`config.mk`:
```
export PLATFORM = sky130hd
export DESIGN_NAME = tag_state_anticollision
export DESIGN_NICKNAME = d
export VERILOG_FILES = /design/src/rtl/tag_pkg.sv /design/src/rtl/rand_if.sv /design/src/rtl/rand_gen.sv /design/src/rtl/tag_state_anticollision.sv
export SDC_FILE = /design/constraint.sdc
export NUM_CORES = 1
export LEC_CHECK = 0
export BUFFER_PORTS_ARGS = -buffer_cell sky130_fd_sc_hd__buf_2
export CORE_UTILIZATION = 40
export CTS_BUF_LIST = sky130_fd_sc_hd__clkbuf_16
export CTS_CLUSTER_DIAMETER = 40
export DETAILED_ROUTE_END_ITERATION = 6
export PLACE_DENSITY = 0.65
export SYNTH_ARGS = -nofsm -noshare
export SYNTH_HDL_FRONTEND = slang
export SYNTH_HIERARCHICAL = 1
export SYNTH_SLANG_ARGS = --single-unit
```
`constraint.sdc`:
```
create_clock -name CLOCK -period 2.4 [get_ports CLOCK]
set_clock_uncertainty 0.2 [all_clocks]
set_input_delay 0.12 -clock CLOCK [delete_from_list [all_inputs] [get_ports CLOCK]]
set_output_delay 0.12 -clock CLOCK [all_outputs]
set_load 0.1 [all_outputs]
```
`src/rtl/tag_pkg.sv`:
```
package tag_pkg;
	// ----------------------------------------
	// command decode
	// ----------------------------------------
	localparam logic [7:0] CMD_ANTICOL = 8'h06;
	localparam logic [7:0] SUB_BEGIN_INV = 8'h00;
	localparam logic [7:0] SUB_ZERO_POLL = 8'h04;
	localparam logic [3:0] SLOT_CALL_CODE = 4'h6;
	localparam logic [7:0] CMD_PICK = 8'h0E;
	localparam logic [7:0] CMD_FINISH = 8'h0F;
	localparam logic [7:0] CMD_BACK_INV = 8'h0C;
	localparam logic [7:0] CMD_BLOCK_READ = 8'h08;
	localparam logic [7:0] CMD_BLOCK_WRITE = 8'h09;
	localparam logic [7:0] CMD_SERIAL = 8'h0B;
	// ----------------------------------------
	// reset values and widths
	// ----------------------------------------
	localparam int ID_W = 8;
	localparam int SLOT_W = 4;
	localparam logic [3:0] SLOT_ZERO = 4'h0;
	localparam logic [15:0] LFSR_SEED = 16'hACE1;
	localparam logic [7:0] ID_RESET = 8'h00;

	typedef enum logic [2:0] {
		ST_OFF = 3'b000,
		ST_READY = 3'b001,
		ST_INVENTORY = 3'b011,
		ST_SELECTED = 3'b010,
		ST_DESELECTED = 3'b110,
		ST_DEACTIVATED = 3'b111
	} tag_state_e;
endpackage : tag_pkg

```
`src/rtl/rand_if.sv`:
```
`timescale 1ns/10ps
`default_nettype none
interface rand_if;
	logic [15:0] value;
	modport source (output value);
	modport sink (input value);
endinterface : rand_if
`default_nettype wire

```
`src/rtl/rand_gen.sv`:
```
`timescale 1ns/10ps
`default_nettype none
module rand_gen
	import tag_pkg::*;
(
	input wire logic clk,
	input wire logic rst_n,
	rand_if.source rnd
);
	logic [15:0] lfsr_reg;
	logic [15:0] lfsr_next;

	// free running so that tags drift apart after power-up
	always_comb
	begin
		lfsr_next = {lfsr_reg[14:0], lfsr_reg[15] ^ lfsr_reg[13] ^ lfsr_reg[12] ^ lfsr_reg[10]};
	end

	always_ff @(posedge clk or negedge rst_n)
	begin
		if (!rst_n)
			lfsr_reg <= LFSR_SEED;
		else
			lfsr_reg <= lfsr_next;
	end

	assign rnd.value = lfsr_reg;
endmodule : rand_gen
`default_nettype wire

```
`src/rtl/tag_state_anticollision.sv`:
```
`timescale 1ns/10ps
`default_nettype none
module tag_state_anticollision
	import tag_pkg::*;
(
	// clock and reset
	input wire logic CLOCK,
	input wire logic ARST_N,
	// field strength
	input wire logic FIELD_OK,
	// decoded command frame
	input wire logic CMD_VALID,
	input wire logic [7:0] CMD_CODE,
	input wire logic [7:0] CMD_ARG,
	// reply request
	output logic REPLY_VALID,
	output logic [7:0] REPLY_ID,
	// memory access grant
	output logic ACCESS_VALID,
	output logic [7:0] ACCESS_CODE,
	// state view
	output logic [2:0] TAG_STATE
);
	import tag_pkg::*;

	// ----------------------------------------
	// reset and field synchronisers
	// ----------------------------------------
	logic rst_s1_reg;
	logic rst_n;
	logic fld_s1_reg;
	logic fld_s2_reg;
	always_ff @(posedge CLOCK or negedge ARST_N)
	begin
		if (!ARST_N)
		begin
			rst_s1_reg <= 1'b0;
			rst_n <= 1'b0;
		end
		else
		begin
			rst_s1_reg <= 1'b1;
			rst_n <= rst_s1_reg;
		end
	end
	always_ff @(posedge CLOCK or negedge rst_n)
	begin
		if (!rst_n)
		begin
			fld_s1_reg <= 1'b0;
			fld_s2_reg <= 1'b0;
		end
		else
		begin
			fld_s1_reg <= FIELD_OK;
			fld_s2_reg <= fld_s1_reg;
		end
	end

	// ----------------------------------------
	// random source
	// ----------------------------------------
	rand_if rnd ();
	rand_gen u_rand (
		.clk(CLOCK),
		.rst_n(rst_n),
		.rnd(rnd)
	);
	logic [15:0] rv;
	assign rv = rnd.value;

	// ----------------------------------------
	// command decode
	// ----------------------------------------
	logic is_begin;
	logic is_poll;
	logic is_slot;
	logic is_pick;
	logic is_finish;
	logic is_back;
	logic is_access;
	logic [3:0] slot_index;
	always_comb
	begin
		is_begin = CMD_CODE == CMD_ANTICOL && CMD_ARG == SUB_BEGIN_INV;
		is_poll = CMD_CODE == CMD_ANTICOL && CMD_ARG == SUB_ZERO_POLL;
		slot_index = CMD_CODE[7:4];
		// index zero belongs to the poll and is never a slot call
		is_slot = CMD_CODE[3:0] == SLOT_CALL_CODE && slot_index != SLOT_ZERO;
		is_pick = CMD_CODE == CMD_PICK;
		is_finish = CMD_CODE == CMD_FINISH;
		is_back = CMD_CODE == CMD_BACK_INV;
		is_access = CMD_CODE == CMD_BLOCK_READ || CMD_CODE == CMD_BLOCK_WRITE
			|| CMD_CODE == CMD_SERIAL;
	end

	// ----------------------------------------
	// state machine
	// ----------------------------------------
	tag_state_e state_reg;
	tag_state_e state_next;
	logic [7:0] id_reg;
	logic [7:0] id_next;
	logic rep_reg;
	logic rep_next;
	logic [7:0] rid_reg;
	logic [7:0] rid_next;
	logic acc_reg;
	logic acc_next;
	logic [7:0] acode_reg;
	logic [7:0] acode_next;
	logic pick_match;
	logic [3:0] new_slot;

	always_comb
	begin
		state_next = state_reg;
		id_next = id_reg;
		rep_next = 1'b0;
		rid_next = rid_reg;
		acc_next = 1'b0;
		acode_next = acode_reg;
		pick_match = CMD_ARG == id_reg;
		new_slot = rv[3:0];
		if (!fld_s2_reg)
		begin
			state_next = ST_OFF;
		end
		else
		begin
			case (state_reg)
				ST_OFF:
				begin
					state_next = ST_READY;
					id_next = rv[15:8];
				end
				ST_READY:
				begin
					// the identifier keeps drifting until the tag is inventoried
					id_next = rv[15:8];
					if (CMD_VALID && is_begin)
					begin
						state_next = ST_INVENTORY;
						rep_next = 1'b1;
						rid_next = rv[15:8];
					end
				end
				ST_INVENTORY:
				begin
					if (CMD_VALID)
					begin
						if (is_begin)
						begin
							id_next = rv[15:8];
							rep_next = 1'b1;
							rid_next = rv[15:8];
						end
						else if (is_poll)
						begin
							id_next = {id_reg[7:4], new_slot};
							rep_next = new_slot == SLOT_ZERO;
							rid_next = {id_reg[7:4], new_slot};
						end
						else if (is_slot)
						begin
							rep_next = id_reg[3:0] == slot_index;
							rid_next = id_reg;
						end
						else if (is_pick && pick_match)
						begin
							state_next = ST_SELECTED;
							rep_next = 1'b1;
							rid_next = id_reg;
						end
					end
				end
				ST_SELECTED:
				begin
					if (CMD_VALID)
					begin
						if (is_pick)
						begin
							if (pick_match)
							begin
								rep_next = 1'b1;
								rid_next = id_reg;
							end
							else
								state_next = ST_DESELECTED;
						end
						else if (is_finish)
							state_next = ST_DEACTIVATED;
						else if (is_back)
							state_next = ST_INVENTORY;
						else if (is_access)
						begin
							acc_next = 1'b1;
							acode_next = CMD_CODE;
						end
					end
				end
				ST_DESELECTED:
				begin
					if (CMD_VALID && is_pick && pick_match)
					begin
						state_next = ST_SELECTED;
						rep_next = 1'b1;
						rid_next = id_reg;
					end
				end
				ST_DEACTIVATED:
				begin
					state_next = ST_DEACTIVATED;
				end
				default:
				begin
					state_next = ST_OFF;
				end
			endcase
		end
	end

	always_ff @(posedge CLOCK or negedge rst_n)
	begin
		if (!rst_n)
		begin
			state_reg <= ST_OFF;
			id_reg <= ID_RESET;
			rep_reg <= 1'b0;
			rid_reg <= ID_RESET;
			acc_reg <= 1'b0;
			acode_reg <= 8'h00;
		end
		else
		begin
			state_reg <= state_next;
			id_reg <= id_next;
			rep_reg <= rep_next;
			rid_reg <= rid_next;
			acc_reg <= acc_next;
			acode_reg <= acode_next;
		end
	end

	assign REPLY_VALID = rep_reg;
	assign REPLY_ID = rid_reg;
	assign ACCESS_VALID = acc_reg;
	assign ACCESS_CODE = acode_reg;
	assign TAG_STATE = state_reg;

	// ----------------------------------------
	// checks
	// ----------------------------------------
	property p_off_silent;
		@(posedge CLOCK) disable iff (!rst_n)
		state_reg == ST_OFF |=> !REPLY_VALID && !ACCESS_VALID;
	endproperty
	a_off_silent: assert property (p_off_silent) else $error("reply in power-off");

	property p_ready_begin;
		@(posedge CLOCK) disable iff (!rst_n)
		state_reg == ST_READY && fld_s2_reg && CMD_VALID && is_begin
		|=> state_reg == ST_INVENTORY && REPLY_VALID && REPLY_ID == id_reg;
	endproperty
	a_ready_begin: assert property (p_ready_begin) else $error("begin not taken");

	property p_ready_other;
		@(posedge CLOCK) disable iff (!rst_n)
		state_reg == ST_READY && fld_s2_reg && !(CMD_VALID && is_begin)
		|=> state_reg == ST_READY && !REPLY_VALID;
	endproperty
	a_ready_other: assert property (p_ready_other) else $error("ready reacted");

	property p_poll_zero;
		@(posedge CLOCK) disable iff (!rst_n)
		state_reg == ST_INVENTORY && fld_s2_reg && CMD_VALID && is_poll
		|=> REPLY_VALID == (id_reg[3:0] == SLOT_ZERO) && state_reg == ST_INVENTORY;
	endproperty
	a_poll_zero: assert property (p_poll_zero) else $error("poll answer wrong");

	property p_slot_call;
		@(posedge CLOCK) disable iff (!rst_n)
		state_reg == ST_INVENTORY && fld_s2_reg && CMD_VALID && is_slot
		|=> REPLY_VALID == ($past(id_reg[3:0]) == $past(CMD_CODE[7:4]));
	endproperty
	a_slot_call: assert property (p_slot_call) else $error("slot answer wrong");

	property p_sel_silent;
		@(posedge CLOCK) disable iff (!rst_n)
		state_reg == ST_SELECTED && CMD_VALID && (is_begin || is_poll || is_slot)
		|=> !REPLY_VALID;
	endproperty
	a_sel_silent: assert property (p_sel_silent) else $error("selected answered");

	property p_finish;
		@(posedge CLOCK) disable iff (!rst_n)
		state_reg == ST_SELECTED && fld_s2_reg && CMD_VALID && is_finish
		|=> state_reg == ST_DEACTIVATED ##1 state_reg != ST_SELECTED;
	endproperty
	a_finish: assert property (p_finish) else $error("finish failed");

	property p_deact;
		@(posedge CLOCK) disable iff (!rst_n)
		state_reg == ST_DEACTIVATED && fld_s2_reg |=> !REPLY_VALID && !ACCESS_VALID;
	endproperty
	a_deact: assert property (p_deact) else $error("deactivated reacted");

	property p_desel;
		@(posedge CLOCK) disable iff (!rst_n)
		state_reg == ST_DESELECTED && fld_s2_reg && !(CMD_VALID && is_pick && pick_match)
		|=> state_reg == ST_DESELECTED;
	endproperty
	a_desel: assert property (p_desel) else $error("deselected left");

	property p_back;
		@(posedge CLOCK) disable iff (!rst_n)
		state_reg == ST_SELECTED && fld_s2_reg && CMD_VALID && is_back
		|=> state_reg == ST_INVENTORY && !REPLY_VALID;
	endproperty
	a_back: assert property (p_back) else $error("back-to-inventory failed");
endmodule : tag_state_anticollision
`default_nettype wire
```
# Word-level counts from Yosys, hierarchy flattened
# Index checks and enable logic that the tools add are counted.
# classes
n_eq_ne	35
muxes	48
bitwise	6
reduce_logical	21
# ops
op	n
$mux 8	12
$eq 8x4->1 const B	6
$mux 3	13
$pmux 8 s4	1
$ne 3x3->1 const B	9
$mux 1	18
$pmux 3 s6	1
$eq 8x3->1 const B	2
$pmux 8 s2	1
$ne 2x2->1 const B	7
$ne 5x5->1 const B	2
$reduce_and 10->1	1
$reduce_and 9->1	1
$eq 8x8->1	1
$logic_not 8->1	1
$reduce_and 4->1	2
$reduce_bool 4->1	2
$logic_and 1x1->1	7
$reduce_and 7->1	1
$eq 3x2->1 const B	2
$eq 3x3->1 const B	2
$eq 4x3->1 const B	1
$eq 4x4->1	1
$logic_not 4->1	1
10 further kinds	15
# totals
ff_bits	49
input_bits	20
output_inout_bits	21

# Depth between registers and ports, before layout
# depth
depth_word	10
ltp_mapped	8
ltp_nobuf	6

# Cells and area by module
# The synthesis kept the hierarchy.
# by_module_without_submodules
mod	instances	cells_each	area_per_inst_um2
tag_state_anticollision	1	168	1869.3
rand_gen	1	34	549.3

# Worst setup path after synthesis
# No wires, ideal clock.
# synth_path
kind	register to register
startpoint	register state_reg[2] (netlist: TAG_STATE[2])
endpoint	register rid_reg[0] (netlist: REPLY_ID[0])
setup_ps	126
arrival_time_ps	2323
required_time_ps	2074
path_slack_ps	-249
stages_incl_launch_ff	9
n_path_buf	2
cell_sequence	dfrtp_1 > clkbuf_1 > nand2b_1 > nand2_1 > o211a_1 > clkinv_1 > and4_1 > buf_6 > mux2_4
# synth_between
elab_chain_cells	3
# synth_lines
item	line	rtl
from (decl)	tag_state_anticollision.sv:100	tag_state_e state_reg;
from (signal assigned)	tag_state_anticollision.sv:236	state_reg <= state_next;
$eq 3x2->1, or another cell as far along	tag_state_anticollision.sv:131	case (state_reg)
$ne 5x5->1 (no source line), or another cell as far along	-	
$reduce_and 9->1 (no source line)	-	
to (signal assigned)	tag_state_anticollision.sv:239	rid_reg <= rid_next;
to (decl)	tag_state_anticollision.sv:106	logic [7:0] rid_reg;
# Parallel ways exist; a longest one is shown, timed or not.
# A chain may end at the register's enable or synchronous reset.

# Final worst setup path
# layout_path
startpoint	input CMD_CODE[1]
endpoint	register rid_reg[1] (netlist: REPLY_ID[1])
# layout_between
elab_chain_cells	7
# layout_lines
item	line	rtl
from (decl)	tag_state_anticollision.sv:13	input wire logic [7:0] CMD_CODE,
$eq 4x3->1	tag_state_anticollision.sv:89	is_slot = CMD_CODE[3:0] == SLOT_CALL_CODE && slot_index != SLOT_ZERO;
$logic_and 1x1->1	tag_state_anticollision.sv:89	
$mux 8	tag_state_anticollision.sv:164	else if (is_slot)
$mux 8	tag_state_anticollision.sv:158	else if (is_poll)
$mux 8	tag_state_anticollision.sv:152	if (is_begin)
$mux 8	tag_state_anticollision.sv:150	if (CMD_VALID)
$pmux 8 s4	tag_state_anticollision.sv:131	
# Parallel ways exist; a longest one is shown, timed or not. The select of a mux whose other input is x is not followed.

==> results.txt <==
status: finished, final reports clean
final setup fails: 0
Die Span X: 79.3 microns
internal power: 1440 uW
antenna cells: 0
Final Max Tran Viols: 0
total core area: 5640 sq um
clock-pin slew on the worst setup and hold paths: 70 ps
Max H-tree Level: 2
PwrDens: 741 nW/um^2
vias in the first global route: 1657
total number of vias: 1680
initial core utilization: 42.3%
drt first pass iters: 4
Clk network pwr share: 32.7%
placer congestion estimate: 0.846
initial antenna violation count: 0
Final Hold Fails: 0
WP data required: 2370 ps
Sw Pwr: 719 uW
Pleak: 0.00145 uW
hold crit path type: register to asynchronous set/reset pin
CTS root buffer: clkbuf_16
Critical Path AT: 2310 ps
Clock Path Buffers: 2
critical path startpoint category: input pin
Fillers: 504
Post-Route WL: 5240 microns
CP peak stage delay: 520 ps
critical-path cell list: dlygate4sd3_1, buf_2, and4bb_2, nand4_4, o211a_4, clkinv_1, and4_1, buf_12, mux2_4
slowest stage cell, crit path: dlygate4sd3_1
clock sink total: 49
chip height: 79.3 microns
worst reg-to-reg path cell count: 6
cell row count: 27
YS warnings: 6
total track usage: 18.1%
RSZ-0062 raised after global routing: false
Syn Area/Cell: 12.1 sq um
r2r setup slk: 120 ps
Slew headroom: 66.2%
Tmin final: 2340 ps
P&R area growth vs syn: 21.8%
CTS tree: done
Setup WS pre-CTS: 93.5 ps
maximum vdd drop: 0.000445 V
commonest non-fill, non-tap cell in the layout: buf_2
largest net degree at the start of global routing: 24
end-of-flow core utilization: 51.6%
# nets final: 267
WL/cell: 16.4 microns
f_max: 0.427 GHz
most frequent cells in the layout: buf_2, dfrtp_1, xor2_1, buf_4
Switching Fraction: 33.3%
dpl hpwl: 3670 microns
port bufs: 40
number of buffers created by CTS: 5
Fin Setup TNS: 0 ps
share of cells above drive strength 1: 39.1%
CP Capture Type: register
Final period util: 97.5%
Routed Antenna Nets: 0
GR Overflow Total: 0
vias per cell: 5.25
DRC Markers: 0
sequential share of power: 41.2%
maxcap violations: 0
CP Class: input pin to register
worst hold margin: 37.5 ps
final setup margin: 60.3 ps
max reg flops: 16
Top-Level Pins: 41
post-synthesis cell count: 198
syn_nets: 218
Logic pwr share: 26.0%
CP Max Fanout: 8
die footprint: 6280 sq um
detailed router's first-iteration violation count: 84
Post-Syn Area: 2390 sq um
Slew @ Worst Pin: 507 ps
clock latency on the worst-skew pair: 290 ps
first-pass GRT wire length: 8560 microns
power by group through the flow:
| stage | sequential (uW) | combinational, uW | clock, uW |
|---|---|---|---|
| 6_report | 889 | 561 | 706 |
| 5_1_grt | 896 | 602 | 749 |
| 4_1_cts | 889 | 525 | 721 |
| 3_5_place_dp | 905 | 515 | 0 |
| 3_3_place_gp | 903 | 514 | 0 |
| 2_1_floorplan | 1000 | 266 | 0 |
cell type report:
cell class | instances | area [sq um] | area share [%]
Clock buffer | 5 | 125 | 4.30
Clock inverter | 3 | 21.3 | 0.731
Inverter | 4 | 15.0 | 0.516
Timing Repair Buffer | 58 | 363 | 12.5
Tap cell | 72 | 90.1 | 3.10
Multi-Input combinational cell | 129 | 1050 | 36.2
Sequential cell | 49 | 1240 | 42.7
path summary, 6_finish.rpt:
path                                           from                             to
max                                     CMD_CODE[1]        REPLY_ID[1]$_DFFE_PN0P_
min                                 rst_n$_DFF_PN0_  u_rand/rnd.value[3]$_DFF_PN0_
max reg2reg                TAG_STATE[2]$_DFFE_PN0P_        REPLY_ID[1]$_DFFE_PN0P_
min reg2reg                         rst_n$_DFF_PN0_  u_rand/rnd.value[3]$_DFF_PN0_
max in group asynchronous           rst_n$_DFF_PN0_  u_rand/rnd.value[6]$_DFF_PN1_
min in group CLOCK                      CMD_CODE[3]         ACCESS_VALID$_DFF_PN0_
stage by stage:
step / std cells / total power [uW] / area (sq um)
6_report: 320 / 2160 / 2910
5_1_grt: 320 / 2250 / 2910
4_1_cts: 317 / 2130 / 2860
3_5_place_dp: 303 / 1420 / 2660
3_3_place_gp: 303 / 1420 / 2660
2_1_floorplan: 198 / 1270 / 2400
critical path: cells and delay by family:
kind | cells | cell delay (ps)
buffers and inverters | 4 | 890
and+or+nand+nor | 3 | 680
AOI/OAI and AO/OA | 1 | 320
muxes | 1 | 300
layer usage:
metal  vias to the layer above  part of all wire [%]  track usage, %
li1                        797                     -               -
met1                       839                    48            26.3
met2                        36                    48            27.3
met3                         8                   3.2            3.33
met4                         0                   1.2            5.45
met5                         -                     0               0
what timing repair did:
item | CTS | global route
gates resized for setup | 0 | 5
endpoints found under the hold margin | 6 | 0
setup endpoints to repair | 0 | 11
hold buffers | 6 | 0
buffers inserted | 0 | 3
Power figures use the tool's default switching activity.
